`src/cmss_regs.vh`:
```
// constants for the machine-state sequencer: states, cycle phases, bus map
// assumes includers use these names only; no logic lives here
`ifndef CMSS_REGS_VH
`define CMSS_REGS_VH

// machine state codes driven on the state-code outputs
`define CMSS_S0          2'h0
`define CMSS_S1          2'h1
`define CMSS_S2          2'h2
`define CMSS_S3          2'h3

// one machine cycle is eight clocks
`define CMSS_PH_W        3
`define CMSS_PH_DRIVE    3'h1
`define CMSS_PH_STB_OFF  3'h6
`define CMSS_PH_LAST     3'h7

// interrupt entry selector values, mark register index and reset values
`define CMSS_INT_P       4'h1
`define CMSS_INT_X       4'h2
`define CMSS_MARK_REG    4'h2
`define CMSS_RST_IE      1'b1

// wishbone register byte offsets
`define CMSS_OFF_CTRL    4'h0
`define CMSS_OFF_STATUS  4'h4

// control register fields
`define CMSS_CTRL_HOLD   0

// pin synchroniser reset value: clear and wait idle high
`define CMSS_PIN_RST     13'h1800

`endif

```
`src/cmss_regfile.v`:
```
// sixteen 16-bit scratch registers, one write port, one registered read port
// assumes read address is held stable for a whole machine cycle
`timescale 1ns/1ps
module cmss_regfile (
	input  wire        clk_i,
	input  wire        we_i,
	input  wire [3:0]  waddr_i,
	input  wire [15:0] wdata_i,
	input  wire [3:0]  raddr_i,
	output reg  [15:0] rdata_o
);
	reg [15:0] mem [0:15];

	// contents are left unset; the init cycle clears register 0 only
	always @(posedge clk_i) begin
		if (we_i) begin
			mem[waddr_i] <= wdata_i;
		end
		rdata_o <= mem[raddr_i];
	end
endmodule

```
`src/cmss_sequencer.v`:
```
// machine-state sequencer and bus-cycle controller of an 8-bit cpu core
// assumes memory answers within two clocks of the address; pins are async
// Overview of operation
// - dma-in: address r0 (r0-1 in load mode), write strobe low, device supplies bus, r0 increments
// - simultaneous dma requests: inbound transfer served first
// - interrupt cycle: save x,p to t, clear mask, p=1, x=2, no strobes
// - every fetch cycle is followed by an execute cycle
// - reset: mask enabled, timing pulses suppressed, state code execute
// - init cycle clearing r0 drives bus to zero whole cycle
// - load mode: idle reading r0-1, no address pulse, await dma
// - idle instruction repeats execute cycles until dma or interrupt
// - returns load x,p from m(rx), bump rx; one enables, one clears mask
// - output control sets or clears q; bus floats, no strobes
// - plain right shift: lsb to carry, msb cleared, no memory access
// - register byte transfers move bytes without memory strobes
// - taken long branch: latch byte, bump pc, then load pc from latch+memory
// - taken long skip bumps pc in both read cycles; untaken does nothing
// - add with carry: m(rx)+d+carry into carry and accumulator
// - immediate ops read operand at pc, combine, bump pc
// - only arithmetic and shifts alter carry; after subtract one means no borrow
//
// The register offsets and the Wishbone slave port are this design's own decisions.
`timescale 1ns/1ps
`include "cmss_regs.vh"
module cmss_sequencer (
	input  wire        clk_i,
	input  wire        rst_i,
	input  wire        clear_n_i,
	input  wire        wait_n_i,
	input  wire        dma_in_req_i,
	input  wire        dma_out_req_i,
	input  wire        interrupt_req_i,
	input  wire [7:0]  bus_i,
	output reg  [7:0]  bus_o,
	output reg         bus_oe_o,
	output reg  [15:0] mem_addr_o,
	output reg         memory_read_strobe_n_o,
	output reg         memory_write_strobe_n_o,
	output reg         address_timing_pulse_o,
	output reg         late_timing_pulse_o,
	output reg  [1:0]  state_code_o,
	output reg         q_o,
	input  wire [3:0]  wb_adr_i,
	input  wire [31:0] wb_dat_i,
	input  wire [3:0]  wb_sel_i,
	input  wire        wb_we_i,
	input  wire        wb_cyc_i,
	input  wire        wb_stb_i,
	output reg  [31:0] wb_dat_o,
	output reg         wb_ack_o
);
	reg [12:0] pin1_reg, pin2_reg, pin3_reg, pinf_reg;
	reg [2:0]  ph_reg;
	reg [1:0]  state_reg, state_next;
	reg [7:0]  instr_reg, instr_next, d_reg, d_next, t_reg, t_next, b_reg, b_next;
	reg        df_reg, df_next, ie_reg, ie_next, q_reg, q_next;
	reg [3:0]  x_reg, x_next, p_reg, p_next;
	reg        init_reg, load_reg, load_next, exec2_reg, exec2_next;
	reg        dmain_reg, hold_reg;
	reg        rf_we;
	reg [15:0] rf_wdata;
	reg        rd_n_c, wr_n_c, oe_c;
	reg [7:0]  bv_c;

	// pin n changes only once stages two and three agree
	wire       clear_f = pinf_reg[12];
	wire       wait_f  = pinf_reg[11];
	wire       din     = pinf_reg[10];
	wire       dout    = pinf_reg[9];
	wire       irq     = pinf_reg[8];
	wire [7:0] md      = pinf_reg[7:0];

	wire [3:0]  hi = instr_reg[7:4];
	wire [3:0]  lo = instr_reg[3:0];
	wire [15:0] rf_rdata;
	wire        zero_idx = (state_reg == `CMSS_S2) |
		((state_reg == `CMSS_S1) & (init_reg | load_reg));
	wire [3:0]  rf_idx = cmss_idx(state_reg, instr_reg, x_reg, p_reg, zero_idx);
	wire [15:0] rf_inc = rf_rdata + 16'h0001;
	wire [15:0] rf_dec = rf_rdata - 16'h0001;
	wire        ph_adv = ~(hold_reg & (ph_reg == 3'h0));
	wire        run_s1 = (state_reg == `CMSS_S1) & ~init_reg & ~load_reg;
	// register writes land once per machine cycle, only where the cycle really ends
	wire        rf_we_g = rf_we & (ph_reg == `CMSS_PH_LAST) & ~rst_i &
		(clear_f | (~wait_f & load_reg));

	wire        cnd = cmss_cond(lo[1:0], q_reg, d_reg, df_reg);
	wire        br_take = lo[3] ? ~cnd : cnd;
	wire        sk_take = (lo == 4'h4) ? 1'b0 :
		lo[3] ? ((lo[1:0] == 2'h0) ? ie_reg : cnd) : ~cnd;
	wire [8:0]  alu_r = cmss_alu(lo[2:0], md, d_reg, df_reg, hi == 4'h7);

	// dma before interrupt; in load mode only dma leaves the idle cycle
	wire [1:0]  gen_state = (din | dout) ? `CMSS_S2 :
		load_next ? `CMSS_S1 :
		(irq & ie_reg) ? `CMSS_S3 : `CMSS_S0;

	function [3:0] cmss_idx(input [1:0] st, input [7:0] ins,
		input [3:0] xs, input [3:0] ps, input zero);
		begin
			if (zero) begin
				cmss_idx = 4'h0;
			end else if (st != `CMSS_S1) begin
				cmss_idx = ps;
			end else if (ins[7:4] == 4'h7) begin
				cmss_idx = (ins[3:0] <= 4'h8) ? xs :
					(ins[3:0] == 4'h9) ? `CMSS_MARK_REG : ps;
			end else if (ins[7:4] == 4'hc) begin
				cmss_idx = ps;
			end else if (ins[7:4] == 4'hf) begin
				cmss_idx = ins[3] ? ps : xs;
			end else begin
				cmss_idx = ins[3:0];
			end
		end
	endfunction

	function cmss_cond(input [1:0] sel, input qv, input [7:0] dv, input cv);
		begin
			case (sel)
				2'h0: cmss_cond = 1'b1;
				2'h1: cmss_cond = qv;
				2'h2: cmss_cond = (dv == 8'h00);
				default: cmss_cond = cv;
			endcase
		end
	endfunction

	// subtracts add the complement so carry out reads as no-borrow
	function [8:0] cmss_alu(input [2:0] op, input [7:0] m, input [7:0] a,
		input c, input usec);
		begin
			case (op)
				3'h1: cmss_alu = {c, m | a};
				3'h2: cmss_alu = {c, m & a};
				3'h3: cmss_alu = {c, m ^ a};
				3'h4: cmss_alu = {1'b0, m} + {1'b0, a} + {8'h00, usec & c};
				3'h5: cmss_alu = {1'b0, m} + {1'b0, ~a} + {8'h00, ~usec | c};
				3'h7: cmss_alu = {1'b0, a} + {1'b0, ~m} + {8'h00, ~usec | c};
				default: cmss_alu = {c, m};
			endcase
		end
	endfunction

	cmss_regfile u_rf (
		.clk_i   (clk_i),
		.we_i    (rf_we_g),
		.waddr_i (rf_idx),
		.wdata_i (rf_wdata),
		.raddr_i (rf_idx),
		.rdata_o (rf_rdata)
	);

	// strobe and bus decode for the cycle in progress
	always @* begin
		rd_n_c = 1'b1;
		wr_n_c = 1'b1;
		oe_c = 1'b0;
		bv_c = 8'h00;
		case (state_reg)
			`CMSS_S0: rd_n_c = 1'b0;
			`CMSS_S2: begin
				rd_n_c = dmain_reg;
				wr_n_c = ~dmain_reg;
			end
			`CMSS_S1: begin
				if (init_reg) begin
					oe_c = 1'b1;
				end else if (load_reg) begin
					rd_n_c = 1'b0;
				end else begin
					case (hi)
						4'h7: begin
							if (lo == 4'h3 || lo == 4'h8 || lo == 4'h9) begin
								wr_n_c = 1'b0;
								oe_c = 1'b1;
								bv_c = (lo == 4'h3) ? d_reg :
									(lo == 4'h8) ? t_reg : {x_reg, p_reg};
							end else if (lo != 4'h6 && lo != 4'ha &&
								lo != 4'hb && lo != 4'he) begin
								rd_n_c = 1'b0;
							end
						end
						4'h8, 4'h9: begin
							oe_c = 1'b1;
							bv_c = hi[0] ? rf_rdata[15:8] : rf_rdata[7:0];
						end
						4'ha, 4'hb: begin
							oe_c = 1'b1;
							bv_c = d_reg;
						end
						4'hd, 4'he: begin
							oe_c = 1'b1;
							bv_c = {lo, lo};
						end
						4'hf: rd_n_c = lo[2:0] == 3'h6;
						4'h1, 4'h2, 4'h3, 4'h4, 4'h5, 4'h6: rd_n_c = 1'b1;
						default: rd_n_c = 1'b0;
					endcase
				end
			end
			default: rd_n_c = 1'b1;
		endcase
	end

	// end-of-cycle register transfers and next machine state
	always @* begin
		d_next = d_reg;
		df_next = df_reg;
		ie_next = ie_reg;
		q_next = q_reg;
		x_next = x_reg;
		p_next = p_reg;
		t_next = t_reg;
		b_next = b_reg;
		instr_next = instr_reg;
		exec2_next = 1'b0;
		load_next = load_reg & ~clear_f;
		rf_we = 1'b0;
		rf_wdata = rf_inc;
		state_next = gen_state;
		case (state_reg)
			`CMSS_S0: begin
				instr_next = md;
				rf_we = 1'b1;
				state_next = `CMSS_S1;
			end
			`CMSS_S2: rf_we = 1'b1;
			`CMSS_S3: begin
				t_next = {x_reg, p_reg};
				ie_next = 1'b0;
				p_next = `CMSS_INT_P;
				x_next = `CMSS_INT_X;
			end
			default: begin
				if (init_reg) begin
					rf_we = 1'b1;
					rf_wdata = 16'h0000;
				end else if (run_s1) begin
					case (hi)
						4'h0: begin
							if (lo == 4'h0 && gen_state == `CMSS_S0) begin
								state_next = `CMSS_S1;
							end
						end
						4'h7: begin
							case (lo)
								4'h0, 4'h1: begin
									x_next = md[7:4];
									p_next = md[3:0];
									ie_next = ~lo[0];
									rf_we = 1'b1;
								end
								4'h2: begin
									d_next = md;
									rf_we = 1'b1;
								end
								4'h3: begin
									rf_we = 1'b1;
									rf_wdata = rf_dec;
								end
								4'h6: begin
									df_next = d_reg[0];
									d_next = {df_reg, d_reg[7:1]};
								end
								4'he: begin
									df_next = d_reg[7];
									d_next = {d_reg[6:0], df_reg};
								end
								4'h8: rf_we = 1'b0;
								4'h9: begin
									t_next = {x_reg, p_reg};
									x_next = p_reg;
									rf_we = 1'b1;
									rf_wdata = rf_dec;
								end
								4'ha, 4'hb: q_next = lo[0];
								default: begin
									{df_next, d_next} = alu_r;
									rf_we = lo[3];
								end
							endcase
						end
						4'h8: d_next = rf_rdata[7:0];
						4'h9: d_next = rf_rdata[15:8];
						4'ha, 4'hb: begin
							rf_we = 1'b1;
							rf_wdata = hi[0] ? {d_reg, rf_rdata[7:0]} :
								{rf_rdata[15:8], d_reg};
						end
						4'hc: begin
							if (~exec2_reg) begin
								exec2_next = 1'b1;
								state_next = `CMSS_S1;
								if (~lo[2] & br_take) begin
									b_next = md;
								end
							end else if (~lo[2] & br_take) begin
								rf_wdata = {b_reg, md};
							end
							rf_we = lo[2] ? sk_take : 1'b1;
						end
						4'hd: p_next = lo;
						4'he: x_next = lo;
						4'hf: begin
							if (lo[2:0] == 3'h6) begin
								df_next = lo[3] ? d_reg[7] : d_reg[0];
								d_next = lo[3] ? {d_reg[6:0], 1'b0} : {1'b0, d_reg[7:1]};
							end else begin
								{df_next, d_next} = alu_r;
								rf_we = lo[3];
							end
						end
						default: rf_we = 1'b0;
					endcase
				end
			end
		endcase
	end

	always @(posedge clk_i) begin
		if (rst_i) begin
			pin1_reg <= `CMSS_PIN_RST;
			pin2_reg <= `CMSS_PIN_RST;
			pin3_reg <= `CMSS_PIN_RST;
			pinf_reg <= `CMSS_PIN_RST;
		end else begin
			pin1_reg <= {clear_n_i, wait_n_i, dma_in_req_i, dma_out_req_i,
				interrupt_req_i, bus_i};
			pin2_reg <= pin1_reg;
			pin3_reg <= pin2_reg;
			pinf_reg <= (pin2_reg & pin3_reg) | (pinf_reg & (pin2_reg | pin3_reg));
		end
	end

	always @(posedge clk_i) begin
		if (rst_i | (~clear_f & wait_f)) begin
			ph_reg <= 3'h0;
			state_reg <= `CMSS_S1;
			state_code_o <= `CMSS_S1;
			ie_reg <= `CMSS_RST_IE;
			q_reg <= 1'b0;
			q_o <= 1'b0;
			x_reg <= 4'h0;
			p_reg <= 4'h0;
			instr_reg <= 8'h00;
			d_reg <= 8'h00;
			df_reg <= 1'b0;
			t_reg <= 8'h00;
			b_reg <= 8'h00;
			init_reg <= 1'b1;
			load_reg <= 1'b0;
			exec2_reg <= 1'b0;
			dmain_reg <= 1'b0;
			address_timing_pulse_o <= 1'b0;
			late_timing_pulse_o <= 1'b0;
			memory_read_strobe_n_o <= 1'b1;
			memory_write_strobe_n_o <= 1'b1;
			bus_o <= 8'h00;
			bus_oe_o <= 1'b1;
			mem_addr_o <= 16'h0000;
		end else if (~clear_f & ~wait_f & ~load_reg) begin
			load_reg <= 1'b1;
			init_reg <= 1'b0;
			state_reg <= `CMSS_S1;
			state_code_o <= `CMSS_S1;
			ph_reg <= 3'h0;
			address_timing_pulse_o <= 1'b0;
			late_timing_pulse_o <= 1'b0;
			memory_read_strobe_n_o <= 1'b1;
			memory_write_strobe_n_o <= 1'b1;
			bus_oe_o <= 1'b0;
		end else begin
			if (ph_adv) begin
				ph_reg <= ph_reg + 3'h1;
			end
			address_timing_pulse_o <= (ph_reg == `CMSS_PH_DRIVE) & ~load_reg;
			late_timing_pulse_o <= ph_reg == `CMSS_PH_STB_OFF;
			if (ph_reg == `CMSS_PH_DRIVE) begin
				mem_addr_o <= load_reg ? rf_dec : rf_rdata;
				memory_read_strobe_n_o <= rd_n_c;
				memory_write_strobe_n_o <= wr_n_c;
				bus_o <= bv_c;
				bus_oe_o <= oe_c;
			end
			// strobes end a clock early so written data outlives them
			if (ph_reg == `CMSS_PH_STB_OFF) begin
				memory_read_strobe_n_o <= 1'b1;
				memory_write_strobe_n_o <= 1'b1;
			end
			if (ph_reg == `CMSS_PH_LAST) begin
				bus_oe_o <= 1'b0;
				state_reg <= state_next;
				state_code_o <= state_next;
				instr_reg <= instr_next;
				d_reg <= d_next;
				df_reg <= df_next;
				ie_reg <= ie_next;
				q_reg <= q_next;
				q_o <= q_next;
				x_reg <= x_next;
				p_reg <= p_next;
				t_reg <= t_next;
				b_reg <= b_next;
				exec2_reg <= exec2_next;
				init_reg <= 1'b0;
				load_reg <= load_next;
				dmain_reg <= din;
			end
		end
	end

	always @(posedge clk_i) begin
		if (rst_i) begin
			wb_ack_o <= 1'b0;
			wb_dat_o <= 32'h00000000;
			hold_reg <= 1'b0;
		end else begin
			wb_ack_o <= wb_cyc_i & wb_stb_i & ~wb_ack_o;
			if (wb_cyc_i & wb_stb_i & ~wb_ack_o) begin
				if (wb_we_i) begin
					if (wb_adr_i == `CMSS_OFF_CTRL && wb_sel_i[0]) begin
						hold_reg <= wb_dat_i[`CMSS_CTRL_HOLD];
					end
					wb_dat_o <= 32'h00000000;
				end else if (wb_adr_i == `CMSS_OFF_CTRL) begin
					wb_dat_o <= {31'h00000000, hold_reg};
				end else if (wb_adr_i == `CMSS_OFF_STATUS) begin
					wb_dat_o <= {10'h000, state_reg, x_reg, p_reg,
						load_reg, q_reg, ie_reg, df_reg, d_reg};
				end else begin
					wb_dat_o <= 32'h00000000;
				end
			end
		end
	end
endmodule

```
`config.mk`:
```
export PLATFORM = sky130hd
export DESIGN_NAME = cmss_sequencer
export DESIGN_NICKNAME = d
export VERILOG_FILES = /design/src/cmss_regfile.v /design/src/cmss_sequencer.v
export VERILOG_INCLUDE_DIRS = /design/src
export SDC_FILE = /design/constraint.sdc
export NUM_CORES = 1
export LEC_CHECK = 0
export BUFFER_PORTS_ARGS = -buffer_cell sky130_fd_sc_hd__clkbuf_2
export CAP_MARGIN = 10
export CORE_UTILIZATION = 50
export DETAILED_ROUTE_END_ITERATION = 16
export PLACE_DENSITY = 0.71
export SLEW_MARGIN = 15
export SYNTH_ARGS = -nofsm -noshare
export SYNTH_HDL_FRONTEND = slang
export SYNTH_SLANG_ARGS = --single-unit
```
`constraint.sdc`:
```
create_clock -name clk_i -period 4.62 [get_ports clk_i]
set_input_delay 0.462 -clock clk_i [delete_from_list [all_inputs] [get_ports clk_i]]
set_output_delay 0.462 -clock clk_i [all_outputs]
set_load 0.005 [all_outputs]
```
==> results of run 1 <==
worst paths after layout:
path                startpoint              to  slack, ps  cells past startpoint
setup reg to reg  instr_reg[4]  u_rf.mem[1][9]        600                     10
hold reg to reg   pin1_reg[12]    pin2_reg[12]        410                      1
setup / recovery  instr_reg[4]  u_rf.mem[1][9]        600                     10
hold / removal       clear_n_i    pin1_reg[12]         60                      2
logic make-up (layout without fill, tap and decap cells):
group | count (synthesis) | after routing | synth area share [%]
XOR/XNOR | 45 | 45 | 1.86
buffers and inverters | 218 | 294 | 4.60
other | 1 | 10 | 0.0177
flip-flops | 429 | 429 | 52.7
multiplexers | 130 | 130 | 6.28
AO/OA/AOI/OAI | 535 | 535 | 17.7
AND/OR/NAND/NOR | 579 | 579 | 13.9
adder cells (fa/ha/maj) | 47 | 47 | 2.99
final cells by class:
cell class,count,area share (%)
inverters,48,0.762
multi-input cells,1346,38.7
repair buffers,168,4.77
clock inverters,23,0.884
flip-flops and latches,429,47.2
well taps,532,2.82
clock buffers,55,4.92
Yosys cell counts, types with 8 or more instances:
library cell,number
edfxtp_1,256
nor2_1,201
dfxtp_1,173
mux2i_1,126
clkbuf_1,114
a21oi_1,109
nand2_1,102
a211oi_1,95
o21ai_0,81
and3_1,74
a211o_1,68
nor2b_1,47
inv_1,45
ha_1,41
a22oi_1,36
xor2_1,25
nand2b_1,24
nand3_1,24
nor3_1,24
buf_2,21
xnor2_1,20
nand4_1,19
a221oi_1,16
buf_4,15
o22ai_1,15
o21ai_1,14
a31oi_1,11
buf_1,11
or2_2,11
o31ai_1,10
or3_1,9
a21o_1,8
buf_6,8
o211ai_1,8
critical path, delay by kind of cell, from the launching register on:
family,cells,cell delay [ps]
AOI/OAI and AO/OA,2,640
buffers and inverters,3,1160
and+or+nand+nor,5,1380
DFF,1,490
metrics by stage:
step	setup WS [ps]	hold slack, ps
after floorplan	1280	389
after global placement	734	405
after detailed placement	708	399
after CTS	658	29.5
after global routing	400	58.6
final	598	56.2
power by group through the flow:
stage	registers [mW]	logic, mW	clock network [mW]
final	4.07	0.157	3.40
after global routing	4.07	0.174	3.60
after CTS	4.07	0.157	3.46
after detailed placement	4.15	0.156	0
after global placement	4.15	0.153	0
after floorplan	4.14	0.101	0
layer usage:
| metal | global-route usage [%] | vias to the layer above | routed length (microns) |
|---|---|---|---|
| met4 | 8.51 | 2 | 1530 |
| met3 | 5.57 | 114 | 6150 |
| met1 | 40.9 | 7905 | 26700 |
| li1 | - | 7463 | - |
| met2 | 42.1 | 812 | 26900 |
| met5 | 0 | - | 12 |
==> metrics.md, run 1 <==
| Metric | Value |
|---|---|
| Clk pin slew, worst setup/hold paths | 70 ps |
| Layout net count | 2,142 |
| Crit end category | flop |
| Gr ovfl total | 0 |
| Iteration-0 DRC Markers | 1,906 |
| Cell mode on critical path | buf_4 |
| Slowest stage delay, CP | 510 ps |
| Max-slew violation count | 0 |
| Register Area | 0.0112 sq mm |
| Comb power frac | 2.1% |
| TritonCTS clock tree | done |
| Root Driver | clkbuf_16 |
| Post-cts resize count | 0 |
| Number of library cell types mapped by synthesis | 87 |
| Max FFs per register | 256 |
| DP HPWL | 40.4 mm |
| Fill cell count | 3,462 |
| Antenna-violating nets left | 0 |
| Multi-input logic area | 0.00914 sq mm |
| Post-synth top area cell | edfxtp_1 |
| Largest regs | u_rf.mem: 256 flops, wb_dat_o: 22 flops |
| VDD IR max | 0.257 mV |
| Clk pwr share | 44.6% |
| Area contributors post-synth | edfxtp_1 36%, dfxtp_1 16%, mux2i_1 6.0% |
| Share of cells above drive strength 1 | 14.4% |
| Final wirelength | 61.3 mm |
| Vias in the first global route | 15,200 |
| Largest net degree at the start of global routing | 129 |
| Setup CP Type | reg -> reg |
| Internal cell power | 5.98 mW |
| Vias | 16,300 |
| Sw frac | 21.6% |
| Syn_area_per_cell | 10.7 sq um |
| Ordered list of cells on the worst path | buf_4, nor2b_1, nand2_1, o21ai_1, a22o_2, nand2_2, buf_4, nand2_1, nor2_2, buf_4 |
| Slew @ Worst Pin | 1170 ps |
| DP Cell Count | 2,523 |
| GR Util All Layers | 28.1% |
| CP arrival | 4300 ps |
| Dominant synthesized flop cell | edfxtp_1 |
| Largest Register | u_rf.mem |
| DP Area | 0.0223 sq mm |
| Yosys top cell area share | 36.3% |
| Pre-antenna DRT Iters | 6 |
| Commonest non-fill, non-tap cell in the layout | edfxtp_1 |
| CP Max Fanout | 39 |
| Sequential power share | 53.3% |
| CP startpoint kind | flop |
| Starting density of the core | 51.2% |
| Initial antenna violation count | 1 |
| Final Non-Filler Cells | 2,601 |
| Most frequent cells in the layout | 256 x edfxtp_1, 184 x nor2_1, 172 x dfxtp_1, 126 x mux2i_1, 108 x a21oi_1 |
| PortBufs | 78 |
| Drt via density | 6.27 |
| Die Wd | 208 microns |
| Skew-Pair Late Insertion Delay | 610 ps |
| Diode count | 0 |
| Async SR Flop Fraction | 0% |
| WL per Instance | 23.6 microns |
| I/O pin cnt | 123 |
| Slowest cell on the critical path | a22o_2 |
| Post-CTS setup buffers | 0 |
| First-pass GRT wire length | 92.8 mm |
| Clk buf depth | 3 |
| Gpl congestion | 0.935 |
| Total chip power | 7.63 mW |
| Layout Utilization | 57.3% |
| Htree depth | 2 |
| Setup_tns | 0 ps |
| RSZ-0062 raised after global routing | false |
| Max cap viols | 0 |
| Pleak | 7.99 nW |
| Die Ht | 208 microns |
| Post-synthesis sequential area ratio | 52.7% |
| Post-Syn Instances | 1,984 |
| Skew final | 45.3 ps |
| Core area | 0.0413 sq mm |
| P_sw | 1.65 mW |
| Final Hold Vio Count | 0 |
| Hold Path Class | in -> reg |
| Final period util | 87.1% |
| #FFs+latches synth | 429 |
| Post-Syn Area | 0.0212 sq mm |
| Final Setup Violations | 0 |
| Warnings, synthesis | 0 |
| Status | finished, final reports clean |
| Die area | 0.0431 sq mm |
| Cell row count | 74 |
| Area grow syn2layout | 11.8% |
| Detailed-route DRC error count | 0 |
| Tmin final | 4020 ps |
| Post-CTS Hold Buffers | 0 |
| Clock sink count | 429 |
| Max Freq | 249 MHz |
| Post-synth EDFFs | 256 |
| Critical Path RT | 4900 ps |
| Rel. slew slack | 22.1% |
| Fin area | 0.0236 sq mm |
| CTS buffer count | 44 |
| Power Dens Cells | 323 mW/mm^2 |
(Power assumes the default switching activity.)
==> run 2: changes to the inputs <==
HOLD_SLACK_MARGIN = 0.1   (was unset)
==> run 2 against run 1 <==
Largest cell class unchanged. Register-to-register slack hardly changed. Clock power hardly changed. Sequential share of layout area is 0.28 points lower.
==> metrics.md, run 2 (same netlist as run 1, synthesis figures left out) <==
| Metric | Value |
|---|---|
| Core area | 0.0413 sq mm (unchanged) |
| Gr ovfl total | 0 (unchanged) |
| I/O pin cnt | 123 (unchanged) |
| First-pass GRT wire length | 93.1 mm (+0.26%) |
| Post-CTS setup buffers | 0 (unchanged) |
| Final Non-Filler Cells | 2,615 (+0.54%) |
| Die area | 0.0431 sq mm (unchanged) |
| Reg2reg end | u_rf.mem[1][9] |
| Hold slack | 220 ps (+164 ps) |
| VDD IR max | 0.257 mV (about the same) |
| Commonest non-fill, non-tap cell in the layout | edfxtp_1 |
| Share of cells above drive strength 1 | 14.3% (-0.096 points) |
| Drt via density | 6.26 (-0.11%) |
| Rel. slew slack | 20.0% (-2.1 points) |
| DP HPWL | 40.4 mm (unchanged) |
| Hold Path Class | in -> reg |
| CP Max Fanout | 39 (unchanged) |
| Starting density of the core | 51.2% (unchanged) |
| Die Ht | 208 microns (unchanged) |
| Crit end category | flop |
| Origin of the critical flop-to-flop path | instr_reg[4] |
| Pre-antenna DRT Iters | 6 (unchanged) |
| Iteration-0 DRC Markers | 1,860 (-2.4%) |
| CP Launch Point | instr_reg[4] |
| Initial antenna violation count | 1 (unchanged) |
| GR Util All Layers | 28.1% (+0.073 points) |
| FF-to-FF path depth | 10 (unchanged) |
| Pleak | 8.04 nW (+0.73%) |
| PortBufs | 78 (unchanged) |
| Worst R2R Setup Slack | 600 ps (about the same) |
| Max Freq | 249 MHz (about the same) |
| Max cap viols | 0 (unchanged) |
| Antenna-violating nets left | 0 (unchanged) |
| Max-slew violation count | 0 (unchanged) |
| Slew @ Worst Pin | 1200 ps (+31.2 ps) |
| Max FFs per register | 256 (unchanged) |
| Post-CTS Hold Buffers | 14 (+14) |
| Htree depth | 2 (unchanged) |
| Root Driver | clkbuf_16 |
| Final Setup Violations | 0 (unchanged) |
| Fill cell count | 3,444 (-0.52%) |
| Final period util | 87.1% (about the same) |
| Detailed-route DRC error count | 0 (unchanged) |
| Vias | 16,400 (+0.43%) |
| CP startpoint kind | flop |
| Clk pin slew, worst setup/hold paths | 70 ps (about the same) |
| Gpl congestion | 0.935 (unchanged) |
| Diode count | 0 (unchanged) |
| Vias in the first global route | 15,300 (+0.48%) |
| Status | finished, final reports clean |
| Worst Setup EP | u_rf.mem[1][9] |
| TritonCTS clock tree | done |
| Power Dens Cells | 321 mW/mm^2 (-0.43%) |
| Post-cts resize count | 0 (unchanged) |
| Clock sink count | 429 (unchanged) |
| DP Cell Count | 2,523 (unchanged) |
| Slowest cell on the critical path | a22o_2 |
| Largest Register | u_rf.mem |
| Cell mode on critical path | buf_4 |
| Critical Path RT | 4900 ps (about the same) |
| Slowest stage delay, CP | 510 ps (about the same) |
| Skew-Pair Late Insertion Delay | 620 ps (about the same) |
| Cell row count | 74 (unchanged) |
| Tmin final | 4020 ps (+0.0550 ps) |
| Final Hold Vio Count | 0 (unchanged) |
| CP arrival | 4310 ps (about the same) |
| WL per Instance | 23.6 microns (about the same) |
| Final wirelength | 61.6 mm (+0.46%) |
| Setup_tns | 0 ps (unchanged) |
| Area grow syn2layout | 12.4% |
| Layout Utilization | 57.6% (+0.34 points) |
| RSZ-0062 raised after global routing | false |
| CTS buffer count | 44 (unchanged) |
| Most frequent cells in the layout | 256 x edfxtp_1, 184 x nor2_1, 172 x dfxtp_1, 126 x mux2i_1, 108 x a21oi_1 |
| Clk buf depth | 3 (unchanged) |
| Ordered list of cells on the worst path | buf_4, nor2b_1, nand2_1, o21ai_1, a22o_2, nand2_2, buf_4, nand2_1, nor2_2, buf_4 |
| Skew final | 45.2 ps (-0.149 ps) |
| Setup CP Type | reg -> reg |
| Largest regs | u_rf.mem: 256 flops, wb_dat_o: 22 flops |
| Largest net degree at the start of global routing | 129 (unchanged) |
| Die Wd | 208 microns (unchanged) |
| Layout net count | 2,156 (+0.65%) |
[run 2: cell types whose count changed in the layout (fill, tap and decap cells not counted), sizes merged]
cell,before,now
dlygate4sd3,0,14
[run 2: worst min-delay path by stage]
stage	from	end	slack, ps	depth (start not counted)
floorplan	pin1_reg[11]	pin2_reg[11]	390	1
global placement	pin1_reg[12]	pin2_reg[12]	400	1
detailed placement	pin1_reg[12]	pin2_reg[12]	400	1
CTS	wb_sel_i[0]	hold_reg	200	4
global route	wb_sel_i[0]	hold_reg	280	4
finish	wb_sel_i[0]	hold_reg	220	4
[run 2: worst max-delay path: cells and delay by family (launching register included)]
kind / cells / cell delay (ps)
AOI/OAI and AO/OA: 2 / 640
buffers and inverters: 3 / 1150
DFF: 1 / 500
and+or+nand+nor: 5 / 1380
[run 2: where the power goes]
group | total, mW | switching (mW) | internal [mW]
combinational | 0.167 | 0.0998 | 0.0672
clock | 3.40 | 1.53 | 1.87
sequential | 4.07 | 0.0216 | 4.05
[run 2: cell type report]
class	count	area [sq um]	share of cell area, %
Clock inverter	23	209	0.879
Inverter	48	180	0.758
Timing Repair Buffer	182	1270	5.33
Sequential cell	429	11200	46.9
Multi-Input combinational cell	1346	9140	38.4
Tap cell	532	666	2.80
Clock buffer	55	1160	4.89
[run 2: per-stage QoR]
stage	total power [mW]	setup slack (ps)	area, sq um
final	7.64	597	23800
after global placement	4.30	734	22300
after detailed placement	4.31	708	22300
after CTS	7.70	658	23800
after global routing	7.86	400	23800
after floorplan	4.24	1280	21200
[run 2: routing by layer]
metal  wire length, microns  GRT usage [%]  share of wire [%]  vias to the layer above
li1                       -              -                  -                     7488
met2                  27100           42.3                 44                      778
met4                   1580           8.51                2.6                        2
met1                  27000           40.9                 44                     7980
met3                   5870           5.57                9.5                      118
met5                     12              0              0.019                        -
